--- config.mk ---
export PLATFORM = sky130hd
export DESIGN_NAME = rcr_top
export DESIGN_NICKNAME = d
export VERILOG_FILES = /design/src/inc/rcr_pkg.sv /design/src/rcr_flag.sv /design/src/rcr_irq.sv /design/src/rcr_top.sv
export SDC_FILE = /design/constraint.sdc
export NUM_CORES = 1
export LEC_CHECK = 0
export BUFFER_PORTS_ARGS = -buffer_cell sky130_fd_sc_hd__buf_2
export CAP_MARGIN = 20
export CORE_ASPECT_RATIO = 1.1
export CORE_MARGIN = 1
export CORE_UTILIZATION = 47
export CTS_BUF_LIST = sky130_fd_sc_hd__clkbuf_4
export DETAILED_ROUTE_END_ITERATION = 16
export PLACE_DENSITY_LB_ADDON = 0.15
export SLEW_MARGIN = 20
export SYNTH_ARGS = -nofsm -noshare
export SYNTH_HDL_FRONTEND = slang
export SYNTH_SLANG_ARGS = --single-unit
--- constraint.sdc ---
create_clock -name sys_clk_i -period 1.75 [get_ports sys_clk_i]
set_clock_uncertainty 0.2 [all_clocks]
set_input_delay 0.35 -clock sys_clk_i [delete_from_list [all_inputs] [get_ports sys_clk_i]]
set_output_delay 0.35 -clock sys_clk_i [all_outputs]
set_load 0.1 [all_outputs]
--- src/inc/rcr_pkg.sv ---
// package of constants and types for the reset cause recorder
package rcr_pkg;

    localparam int RCR_NFLAGS = 9;
    localparam int RCR_AW     = 8;
    localparam int RCR_DW     = 32;

    // register byte offsets
    localparam logic [RCR_AW-1:0] RCR_OFS_FLAGS = 8'h00;
    localparam logic [RCR_AW-1:0] RCR_OFS_CMD   = 8'h08;
    localparam logic [RCR_AW-1:0] RCR_OFS_HCMD  = 8'h0C;
    localparam logic [RCR_AW-1:0] RCR_OFS_ISTAT = 8'h10;
    localparam logic [RCR_AW-1:0] RCR_OFS_IMASK = 8'h14;

    // field positions
    localparam int RCR_BIT_PWRUP     = 0;
    localparam int RCR_BIT_STALL     = 5;
    localparam int RCR_CMD_CLR_BIT   = 0;
    localparam int RCR_HCMD_CLR_BIT  = 0;

    // flags that the ordinary clear command leaves alone
    localparam logic [RCR_NFLAGS-1:0] RCR_SOFT_KEEP =
        9'(1 << RCR_BIT_STALL) | 9'(1 << RCR_BIT_PWRUP);

    // reset values
    localparam logic [RCR_NFLAGS-1:0] RCR_FLAGS_RST = 9'h000;
    localparam logic [RCR_NFLAGS-1:0] RCR_IRQ_RST   = 9'h000;
    localparam logic [RCR_DW-1:0]     RCR_RDATA_RST = 32'h0000_0000;

    // one bit per cause, bit 8 down to bit 0
    typedef struct packed {
        logic deep_sleep_pin_wake_flag;
        logic deep_sleep_entry_flag;
        logic software_request_reset_flag;
        logic core_stall_reset_flag;
        logic watchdog_reset_flag;
        logic pin_reset_flag;
        logic core_supply_droop_flag;
        logic main_supply_droop_flag;
        logic power_up_reset_flag;
    } rcr_cause_t;

    typedef struct packed {
        logic [RCR_AW-1:0] addr;
        logic [RCR_DW-1:0] wdata;
        logic              wr;
        logic              rd;
    } rcr_bus_req_t;

    typedef struct packed {
        logic flag;
    } rcr_flag_st_t;

    typedef struct packed {
        logic [RCR_NFLAGS-1:0] status;
        logic [RCR_NFLAGS-1:0] mask;
    } rcr_irq_st_t;

    typedef struct packed {
        logic [RCR_DW-1:0] rdata;
    } rcr_top_st_t;

endpackage

--- src/rcr_flag.sv ---
// one sticky reset cause flag
`timescale 1ns/1ns
`default_nettype none
module rcr_flag (
    input  wire logic sys_clk_i,
    input  wire logic resetn_i,
    input  wire logic set_i,
    input  wire logic clr_i,
    output logic      flag_o
);
    import rcr_pkg::*;

    rcr_flag_st_t st_q;
    rcr_flag_st_t st_d;

    // set beats a clear in the same cycle so no cause is lost
    always_comb begin
        st_d = st_q;
        if (set_i) begin
            st_d.flag = 1'b1;
        end else if (clr_i) begin
            st_d.flag = 1'b0;
        end
    end

    always_ff @(posedge sys_clk_i or negedge resetn_i) begin
        if (!resetn_i) begin
            st_q <= '0;
        end else begin
            st_q <= st_d;
        end
    end

    assign flag_o = st_q.flag;

endmodule
`default_nettype wire

--- src/rcr_irq.sv ---
// sticky interrupt status, mask and level interrupt output
`timescale 1ns/1ns
`default_nettype none
module rcr_irq (
    input  wire logic                          sys_clk_i,
    input  wire logic                          resetn_i,
    input  wire logic [rcr_pkg::RCR_NFLAGS-1:0] evt_i,
    input  wire logic                          wr_status_i,
    input  wire logic                          wr_mask_i,
    input  wire logic [rcr_pkg::RCR_NFLAGS-1:0] wdata_i,
    output logic      [rcr_pkg::RCR_NFLAGS-1:0] status_o,
    output logic      [rcr_pkg::RCR_NFLAGS-1:0] mask_o,
    output logic                               irq_o
);
    import rcr_pkg::*;

    rcr_irq_st_t st_q;
    rcr_irq_st_t st_d;

    always_comb begin
        st_d = st_q;
        if (wr_status_i) begin
            st_d.status = st_q.status & ~wdata_i;
        end
        // events land after the clear, so they win
        st_d.status = st_d.status | evt_i;
        if (wr_mask_i) begin
            st_d.mask = wdata_i;
        end
    end

    always_ff @(posedge sys_clk_i or negedge resetn_i) begin
        if (!resetn_i) begin
            st_q.status <= RCR_IRQ_RST;
            st_q.mask   <= RCR_IRQ_RST;
        end else begin
            st_q <= st_d;
        end
    end

    assign status_o = st_q.status;
    assign mask_o   = st_q.mask;
    assign irq_o    = |(st_q.status & st_q.mask);

endmodule
`default_nettype wire

--- src/rcr_top.sv ---
// reset cause recorder: sticky cause flags, clear commands, interrupt
//
// Overview of operation
// - bit 7 is set once the system has been in the deepest energy mode and is 0 after reset.
// - bit 6 is set when a software system-request reset was carried out.
// - bit 5 is set when a core lockup reset was requested.
// - bit 4 is set when a watchdog reset was performed.
// - bit 3 is set when the chip was reset through its external pin.
// - bit 2 is set when the core supply brown-out detector forced a reset.
// - bit 1 is set when the main supply brown-out detector forced a reset.
// - bit 0 is set when a power-on reset occurred.
// - the flags are sticky and read-only, held until software clears them or resetn_i is asserted.
// - writing 1 to bit 0 at offset 0x008 clears all flags but lockup and power-on, which a separate hard clear handles.
// - bit 8 is set when a pin woke the chip from the deepest energy mode.
//
// Our own choice: the address-and-strobe port.
`timescale 1ns/1ns
`default_nettype none
module rcr_top (
    input  wire logic                   sys_clk_i,
    input  wire logic                   resetn_i,
    input  wire rcr_pkg::rcr_cause_t    cause_i,
    input  wire rcr_pkg::rcr_bus_req_t  bus_req_i,
    output logic [rcr_pkg::RCR_DW-1:0]  bus_rdata_o,
    output rcr_pkg::rcr_cause_t         flags_o,
    output logic                        irq_o
);
    import rcr_pkg::*;

    rcr_top_st_t st_q;
    rcr_top_st_t st_d;

    logic [RCR_NFLAGS-1:0] cause_v;
    logic [RCR_NFLAGS-1:0] flags_v;
    logic [RCR_NFLAGS-1:0] clr_v;
    logic [RCR_NFLAGS-1:0] irq_status;
    logic [RCR_NFLAGS-1:0] irq_mask;
    logic [RCR_NFLAGS-1:0] new_set;
    logic                  wr_cmd;
    logic                  wr_hcmd;
    logic                  wr_istat;
    logic                  wr_imask;
    logic                  soft_clr;
    logic                  hard_clr;

    assign cause_v = cause_i;

    // register write decode
    always_comb begin
        wr_cmd   = 1'b0;
        wr_hcmd  = 1'b0;
        wr_istat = 1'b0;
        wr_imask = 1'b0;
        if (!bus_req_i.wr) begin
            wr_cmd = 1'b0;
        end else if (bus_req_i.addr == RCR_OFS_CMD) begin
            wr_cmd = 1'b1;
        end else if (bus_req_i.addr == RCR_OFS_HCMD) begin
            wr_hcmd = 1'b1;
        end else if (bus_req_i.addr == RCR_OFS_ISTAT) begin
            wr_istat = 1'b1;
        end else if (bus_req_i.addr == RCR_OFS_IMASK) begin
            wr_imask = 1'b1;
        end
    end

    // clear commands exist only in the write cycle; upper bits ignored
    assign soft_clr = wr_cmd & bus_req_i.wdata[RCR_CMD_CLR_BIT];
    assign hard_clr = wr_hcmd & bus_req_i.wdata[RCR_HCMD_CLR_BIT];

    // ordinary clear spares the kept flags, hard clear takes all
    assign clr_v = ({RCR_NFLAGS{soft_clr}} & ~RCR_SOFT_KEEP)
                 | {RCR_NFLAGS{hard_clr}};

    // flags sit on the same resetn_i as the rest, so every reset clears them
    for (genvar i = 0; i < RCR_NFLAGS; i++) begin : g_flag
        rcr_flag u_flag (
            .sys_clk_i (sys_clk_i),
            .resetn_i  (resetn_i),
            .set_i     (cause_v[i]),
            .clr_i     (clr_v[i]),
            .flag_o    (flags_v[i])
        );
    end

    assign flags_o = flags_v;

    // interrupt only on a fresh cause, not on repeats of a held flag
    assign new_set = cause_v & ~flags_v;

    rcr_irq u_irq (
        .sys_clk_i   (sys_clk_i),
        .resetn_i    (resetn_i),
        .evt_i       (new_set),
        .wr_status_i (wr_istat),
        .wr_mask_i   (wr_imask),
        .wdata_i     (bus_req_i.wdata[RCR_NFLAGS-1:0]),
        .status_o    (irq_status),
        .mask_o      (irq_mask),
        .irq_o       (irq_o)
    );

    // read data stand only in the cycle after the strobe
    always_comb begin
        st_d       = st_q;
        st_d.rdata = RCR_RDATA_RST;
        if (!bus_req_i.rd) begin
            st_d.rdata = RCR_RDATA_RST;
        end else if (bus_req_i.addr == RCR_OFS_FLAGS) begin
            st_d.rdata = {{(RCR_DW-RCR_NFLAGS){1'b0}}, flags_v};
        end else if (bus_req_i.addr == RCR_OFS_ISTAT) begin
            st_d.rdata = {{(RCR_DW-RCR_NFLAGS){1'b0}}, irq_status};
        end else if (bus_req_i.addr == RCR_OFS_IMASK) begin
            st_d.rdata = {{(RCR_DW-RCR_NFLAGS){1'b0}}, irq_mask};
        end
        // command registers are write-only and read as zero
    end

    always_ff @(posedge sys_clk_i or negedge resetn_i) begin
        if (!resetn_i) begin
            st_q.rdata <= RCR_RDATA_RST;
        end else begin
            st_q <= st_d;
        end
    end

    assign bus_rdata_o = st_q.rdata;
endmodule
`default_nettype wire

Word level (Yosys, flattened, before mapping)
Cells that the tools add are included.

Flip-flop bits (word level): 59. Output and inout port bits: 42. Bits of input ports: 53. Logic and storage cells: 73.

Multiplexer cells: 37. Bitwise gates (word level): 9. Reductions and logical operators: 11. Equality and inequality tests: 4.

Operators by type and width (number): $mux 9 (5); $mux 1 (32); $and 9x9->9 (3); $not 9->9 (2); $or 9x9->9 (2); $reduce_bool 2->1 (9); $eq 8x4->1 const B (2); $eq 8x5->1 const B (2); $reduce_or 9->1 (1); $logic_not 8->1 (1); $and 1x1->1 (2).

Depth between registers and ports, before layout
Gate-level depths: netlist of the first run.

Word-level depth: 8. Mapped depth: 4.

Hierarchy
A second synthesis of the first run with hierarchy kept.

Cells, all modules: 171. Area total of the unflattened synthesis: 1848.0 sq um.

Modules (own cells, without submodules): rcr_top (area each 809.5 sq um, times used 1, cells an instance 92, sequential area each 225.2 sq um); rcr_irq (area each 711.9 sq um, times used 1, cells an instance 52, sequential area each 450.4 sq um); rcr_flag (area each 36.3 sq um, times used 9, cells an instance 3, sequential area each 25.0 sq um).

Least setup slack after synthesis of the first run
Ideal clock, no wire load.

Path type: register -> output. Start: register u_irq.st_q, in the netlist u_irq.status_o[4]. End: output irq_o. Stages on the path, launching flop included: 4. Arrival time: 1.562 ns. Setup slack: -0.362 ns. Buffers on the path: 0. Cell sequence: dfrtp_1 -> a22o_1 -> a221oi_1 -> nand3_1.

Cells in the longest elaborated chain, start to end: 2.

RTL lines: start, declared (line rcr_irq.sv:17) `rcr_irq_st_t st_q;`; start signal, assigned (line rcr_irq.sv:37) `st_q <= st_d;`; $and 9x9->9 (line rcr_irq.sv:43) `assign irq_o = |(st_q.status & st_q.mask);`; $reduce_or 9->1 (line rcr_irq.sv:43); end, declared (line rcr_top.sv:26) `output logic irq_o`.

No other way between the ends.

Final worst setup path of the first run
Start: register u_irq.st_q, in the netlist u_irq.status_o[7]. End: output irq_o.

Same word-level chain as after synthesis.

==> flow_metrics.py, run 1 <==
metrics = {
    "critical_path": {
        "reg2regPathDepth": 4,
        "path_class": "register to output port",
        "startpoint_type": "register",
        "max_stage_delay_ns": 0.55,
        "r2r_start": "u_irq.status_o[8]",
        "critPathTopFamily": "compound AO/OA/AOI/OAI gates",
        "cp_cell_sequence": "a222oi_1 -> nand3_4 -> buf_12",
        "crit_required_ns": 1.20,
        "worstSetupEndpointType": "output port",
        "crit_buf_inv": 1,
        "worst_path_max_delay_cell": "a222oi_1",
        "rr_endpoint": "bus_rdata_o[8]",
        "arrival_ns": 1.64,
        "cp_num_cells": 3,
        "crit_path_max_fanout": 2,
        "reg2reg_slack_ns": 0.50,
    },
    "sta": {
        "relSlewSlack": 0.636,
        "min_period_over_period": 1.25,
        "setup_viol": 7,
        "worstMarginPinSlew_ns": 0.546,
        "fmax_mhz": 456,
        "setup_ws_ns": -0.441,
        "rsz0062_at_grt": "yes",
        "drv_slew": 0,
        "hold_slack_ns": 0.000231,
        "final_hold_viol_count": 0,
        "setup-tns-final_ns": -0.524,
        "period_needed_ns": 2.19,
    },
    "worst_hold_path": {
        "whs_endpoint": "g_flag[3].u_flag.flag_o",
        "hold_start": "cause_i[3]",
        "hp-class": "input port to register",
        "hold_path_depth": 2,
    },
    "logic_synthesis": {
        "synth_top_flop_cell": "dfrtp_1",
        "synth_seq_cells": 36,
        "synth-seq-area-share": 0.472,
        "ys_warn_count": 0,
        "synth_cells": 175,
        "synth-async-reset-ratio": 1.00,
        "synth_edf_count": 0,
        "yosys.cell_types.count": 30,
        "syn_area_per_cell_sq_um": 10.9,
        "synth_top_cell_area_share": 0.472,
        "synth.area.top_cells": "dfrtp_1, buf_4, mux2i_1",
        "synth.cell_area_sq_mm": 0.00191,
        "yosysTopAreaCell": "dfrtp_1",
    },
    "place": {
        "dp_hpwl_microns": 3230,
        "placedCellCount": 278,
        "dpl_cell_area_sq_mm": 0.00222,
        "numPortBuffers": 48,
        "place_worst_setup_slack_ns": -0.412,
        "gp_congestion": 0.832,
    },
    "route": {
        "route.antenna.remaining_nets": 0,
        "drt_iter0_drc": 69,
        "drt-total-wl_microns": 4660,
        "drc_errors": 0,
        "dr.pass1.iters": 4,
        "routedWlPerCell_microns": 15.6,
        "vias": 1495,
        "viasPerCell": 5.02,
    },
    "floorplan": {
        "die_w_microns": 62.7,
        "rows": 23,
        "die_h_microns": 68.8,
        "die_area_sq_mm": 0.00432,
        "start_util": 0.506,
        "core_area_sq_mm": 0.00377,
        "design.portCount": 95,
    },
    "finish": {
        "syn_to_final_growth_pct": 32.1,
        "final_area_sq_mm": 0.00252,
        "drive_gt1_frac": 0.419,
        "n_fill_cell": 319,
        "fin_nets": 300,
        "final_util": 0.668,
        "diodes": 0,
        "layoutNonFillerInstCount": 298,
    },
    "run_status": {
        "status": "finished, violations left",
        "failed_checks": "setup timing",
    },
    "power": {
        "powerDensity_mw_per_mm2": 747,
        "fin_total_pwr_mw": 1.88,
        "ir_drop_mv": 0.411,
        "leakage_nw": 1.27,
    },
    "clocking": {
        "clock_latency_ns": 0.35,
        "clk_pin_slew_ns": 0.11,
        "cts.path.max_buffers": 2,
        "cts_buffers": 5,
        "root_buffer": "clkbuf_4",
        "cts_tree": "yes",
        "cts_sinks": 36,
        "htree_levels": 2,
    },
    "global_routing": {
        "grt_overflow": 0,
        "grt_max_degree": 20,
        "grt_pass1_wl_microns": 7300,
        "first_global_vias": 1561,
        "antenna_found_initial": 0,
        "grt_usage": 0.229,
    },
    "flow_run": {
        "cap_violations": 0,
    },
}
[metal layers]
metal | routed length, microns | track usage
met5 | 0 | 0
met4 | 66 | 0.131
met3 | 238 | 0.0526
met2 | 2470 | 0.420
met1 | 1890 | 0.249
[kinds of logic after synthesis]
group / count (synthesis) / synth area share
buffers and inverters: 57 / 0.175
AOI/OAI and AO/OA: 40 / 0.157
DFF: 36 / 0.472
and+or+nand+nor: 23 / 0.0932
muxes: 18 / 0.100
other: 1 / 0.00197
[state kept, by name, summed over array words and instances, names as in the netlist]
signal / count
g_flag.u_flag.flag_o: 9
bus_rdata_o: 9
u_irq.mask_o: 9
u_irq.status_o: 9
[power by group]
group          internal, mW  switching (mW)  total, mW
Clock                 0.148           0.292      0.439
Combinational         0.165           0.394      0.559
Sequential            0.861          0.0231      0.884
Total                  1.17           0.709       1.88
[synthesized netlist by cell type (all sizes together) (2+ instances only)]
| cell | n |
|---|---|
| dfrtp | 36 |
| buf | 33 |
| inv | 18 |
| and2 | 10 |
| o21ai | 10 |
| mux2 | 9 |
| mux2i | 9 |
| o41ai | 9 |
| o2bb2ai | 8 |
| a21o | 7 |
| clkbuf | 6 |
| a31oi | 2 |
| nand3 | 2 |
| nor2 | 2 |
| nor4b | 2 |
| or4b | 2 |
[cells in the final DEF (no fill, tap or decap)]
master and instances:
o2bb2ai_1 8, inv_1 18, clkinv_2 2, o41ai_1 8
a22oi_1 1, a221oi_2 1, mux2i_1 9, nand3_1 1
or4_4 1, a22o_1 1, or3_4 1, nand3b_1 1
clkbuf_4 12, a31oi_1 2, nor4b_4 2, o21ai_0 9
o21ai_1 1, dfrtp_1 36, clkinv_1 1, buf_4 24
conb_1 23, and2_1 5, nor3_1 1, or4b_4 2
mux2_4 9, buf_6 6, nand3_4 1, a21o_1 7
buf_12 2, nand4b_1 1, and2_4 4, buf_2 36
o41ai_2 1, a222oi_1 1, and2_0 1, dlygate4sd3_1 7
nor2_1 2
[area by class of cell]
cell class	instances	area [sq um]	share of cell area
clock buffers	5	37.5	0.0149
flip-flops and latches	36	901	0.358
repair buffers	82	591	0.234
clock inverters	3	13.8	0.00546
multi-input cells	104	846	0.336
well taps	50	62.6	0.0248
inverters	18	67.6	0.0268
[worst register-to-register path, cell delays in order (launching register included)]
cell	delay [ns]
dfrtp_1	0.42
buf_4	0.15
mux2i_1	0.13
o21ai_0	0.10
and2_1	0.16
[timing repair]
item,CTS,global route
endpoints found under the setup margin,19,33
pin swaps,4,5
hold buffers,7,0
gates cloned,0,1
endpoints found under the hold margin,23,0
resized for setup,22,15
buffers inserted,3,1
[how the worst max path moves through the flow]
| stage | start | endpoint | slack (ns) |
|---|---|---|---|
| global placement | bus_req_i[34] | u_irq.mask_o[3] | -0.38 |
| CTS | u_irq.mask_o[4] | irq_o | -0.44 |
| floorplan | bus_req_i[34] | u_irq.mask_o[0] | -0.36 |
| global route | u_irq.status_o[7] | irq_o | -0.50 |
| finish | u_irq.status_o[7] | irq_o | -0.44 |
| detailed placement | bus_req_i[34] | u_irq.mask_o[3] | -0.41 |
Note: power is estimated with default switching activity, not from simulation.
==> inputs of run 2 (changes only) <==
Settings changed: ABC_AREA from default to 1, CORE_MARGIN 1 to 3, CORE_UTILIZATION 47 to 48.
==> flow_metrics.py, run 2 <==
metrics = {
    "floorplan": {
        "design.portCount": 95,
        "die_h_microns": 75.0,
        "core_area_sq_mm": 0.00405,
        "die_area_sq_mm": 0.00515,
        "start_util": 0.512,
        "die_w_microns": 68.7,
        "rows": 24,
    },
    "finish": {
        "final_cell_mix": "nand2_1, buf_2, dfrtp_1",
        "drive_gt1_frac": 0.257,
        "mostFrequentLayoutCell": "nand2_1",
        "multi_input_comb_area_sq_um": 856,
        "diodes": 0,
        "layoutNonFillerInstCount": 383,
        "fin_nets": 384,
        "n_fill_cell": 416,
        "register_area_sq_um": 901,
        "syn_to_final_growth_pct": 19.4,
    },
    "clocking": {
        "cts_tree": "yes",
        "cts.path.max_buffers": 2,
        "htree_levels": 2,
        "cts_sinks": 36,
        "clock_latency_ns": 0.33,
        "root_buffer": "clkbuf_4",
        "cts_buffers": 5,
        "clk_pin_slew_ns": 0.10,
    },
    "logic_synthesis": {
        "synth.area.top_cells": "dfrtp_1, nand2_1, buf_4",
        "synth-async-reset-ratio": 1.00,
        "synth.cell_area_sq_mm": 0.00207,
        "synth_mux_area_frac": 0,
        "synth_adder_area_share": 0,
        "synth_seq_cells": 36,
        "synth_top_cell_area_share": 0.434,
        "ys_warn_count": 0,
        "yosys.cell_count.top_type": "nand2_1",
        "synth_top_flop_cell": "dfrtp_1",
        "syn_area_per_cell_sq_um": 7.74,
        "synth_top_family_by_area": "simple AND/OR/NAND/NOR gates",
        "synth_edf_count": 0,
        "yosys.area_share.simple": 0.319,
        "yosysTopAreaCell": "dfrtp_1",
        "synth-seq-area-share": 0.434,
        "yosys.cell_types.count": 20,
        "synthTopCellsByCount": "nand2_1, dfrtp_1, buf_4, inv_1, nand3_1",
        "synth_xor_area_frac": 0,
        "synth_cells": 268,
        "synth_compound_area_frac": 0.0507,
    },
    "global_routing": {
        "grt_max_degree": 21,
        "grt_overflow": 0,
        "grt_usage": 0.193,
        "grt_pass1_wl_microns": 7360,
        "first_global_vias": 1650,
        "antenna_found_initial": 0,
    },
    "sta": {
        "rsz0062_at_grt": "yes",
        "drv_slew": 0,
        "final_hold_viol_count": 0,
        "hold_slack_ns": 0.00615,
        "period_needed_ns": 1.88,
        "setup_viol": 1,
        "min_period_over_period": 1.07,
        "fmax_mhz": 532,
        "setup_ws_ns": -0.130,
        "setup-tns-final_ns": -0.130,
        "worstMarginPinSlew_ns": 0.546,
        "relSlewSlack": 0.636,
    },
    "route": {
        "drt-total-wl_microns": 4470,
        "vias": 1753,
        "top_layer": "met4",
        "dr.pass1.iters": 4,
        "drt_iter0_drc": 106,
        "routed-wl-met2_microns": 2270,
        "wl_met3_microns": 254,
        "route.antenna.remaining_nets": 0,
        "viasPerCell": 4.58,
        "drc_errors": 0,
        "routedWlPerCell_microns": 11.7,
        "wl_met1_microns": 1870,
    },
    "worst_hold_path": {
        "hp-class": "input port to register",
        "whs_endpoint": "g_flag[5].u_flag.flag_o",
        "hold_path_depth": 2,
        "hold_start": "cause_i[5]",
    },
    "place": {
        "gp_congestion": 0.801,
        "numPortBuffers": 48,
        "dp_hpwl_microns": 3130,
        "place_worst_setup_slack_ns": 0.134,
        "placedCellCount": 360,
    },
    "critical_path": {
        "worstSetupEndpointType": "output port",
        "startpoint_type": "register",
        "rr_endpoint": "bus_rdata_o[4]",
        "crit_path_max_fanout": 2,
        "path_class": "register to output port",
        "r2r_start": "u_irq.status_o[4]",
        "worstSetupStartpoint": "u_irq.status_o[0]",
        "reg2reg_slack_ns": 0.54,
        "reg2regPathDepth": 6,
        "crit_required_ns": 1.20,
        "arrival_ns": 1.33,
    },
    "power": {
        "ir_drop_mv": 0.409,
        "leakage_nw": 1.60,
        "powerDensity_mw_per_mm2": 727,
        "fin_total_pwr_mw": 1.80,
    },
    "run_status": {
        "failed_checks": "setup timing",
        "status": "finished, violations left",
    },
    "flow_run": {
        "cap_violations": 0,
    },
}
-- run 2: cell types whose count changed after synthesis, moves of 4 or more --
cell / delta
nand2_1: +93
nand3_1: +26
inv_1: +14
a21oi_1: +9
and2_1: -9
mux2i_1: -9
o41ai_1: -9
mux2_2: -8
o2bb2ai_1: -8
clkbuf_1: -6
a21o_1: -5
nor2_8: +4
-- run 2: worst max path at each step --
stage                                    to  slack, ns  depth (start not counted)
after CTS                             irq_o      -0.13                          5
after global routing                  irq_o      -0.20                          5
after global placement    u_irq.status_o[2]       0.17                         10
final                                 irq_o      -0.13                          5
after floorplan                       irq_o       0.05                          4
after detailed placement  u_irq.status_o[3]       0.13                         10
-- run 2: timing repair --
action | 4_1_cts | 5_1_grt
setup buffers | 7 | 2
resized for setup | 0 | 4
setup endpoints to repair | 1 | 4
hold buffers | 6 | 1
hold endpoints to repair | 22 | 1
pin swaps | 1 | 2
-- run 2: per-stage QoR --
stage / area [sq um] / utilization
global placement: 2280 / 0.562
CTS: 2440 / 0.602
global route: 2480 / 0.611
floorplan: 2160 / -
finish: 2480 / 0.611
detailed placement: 2280 / 0.562
-- run 2: metal layers --
metal | vias up | global-route usage
li1 | 899 | -
met1 | 795 | 0.222
met2 | 50 | 0.340
met3 | 9 | 0.0567
met4 | 0 | 0.0640
met5 | - | 0
-- run 2: report_power, final --
| part | internal (mW) | total (mW) | switching, mW |
|---|---|---|---|
| clock | 0.164 | 0.431 | 0.268 |
| combinational | 0.113 | 0.483 | 0.370 |
| sequential | 0.865 | 0.887 | 0.0223 |
-- run 2: kinds of logic (layout without fill, tap and decap cells) --
family	count (synthesis)	count (layout)
AOI/OAI and AO/OA	20	20
buffers and inverters	72	113
DFF	36	36
other	1	23
and+or+nand+nor	139	139
-- run 2: area by class of cell --
| class | instances | share of cell area |
|---|---|---|
| Clock inverter | 1 | 0.00202 |
| Sequential cell | 36 | 0.364 |
| Tap cell | 52 | 0.0263 |
| Clock buffer | 6 | 0.0182 |
| Timing Repair Buffer | 69 | 0.187 |
| Inverter | 37 | 0.0571 |
| Multi-Input combinational cell | 182 | 0.346 |
-- run 2: critical path, cell delays in order (launching register included) --
cell and delay (ns):
dfrtp_1 0.41, nand2_1 0.08, nand4_1 0.10, nor2_1 0.12, nand2_1 0.11, buf_12 0.18
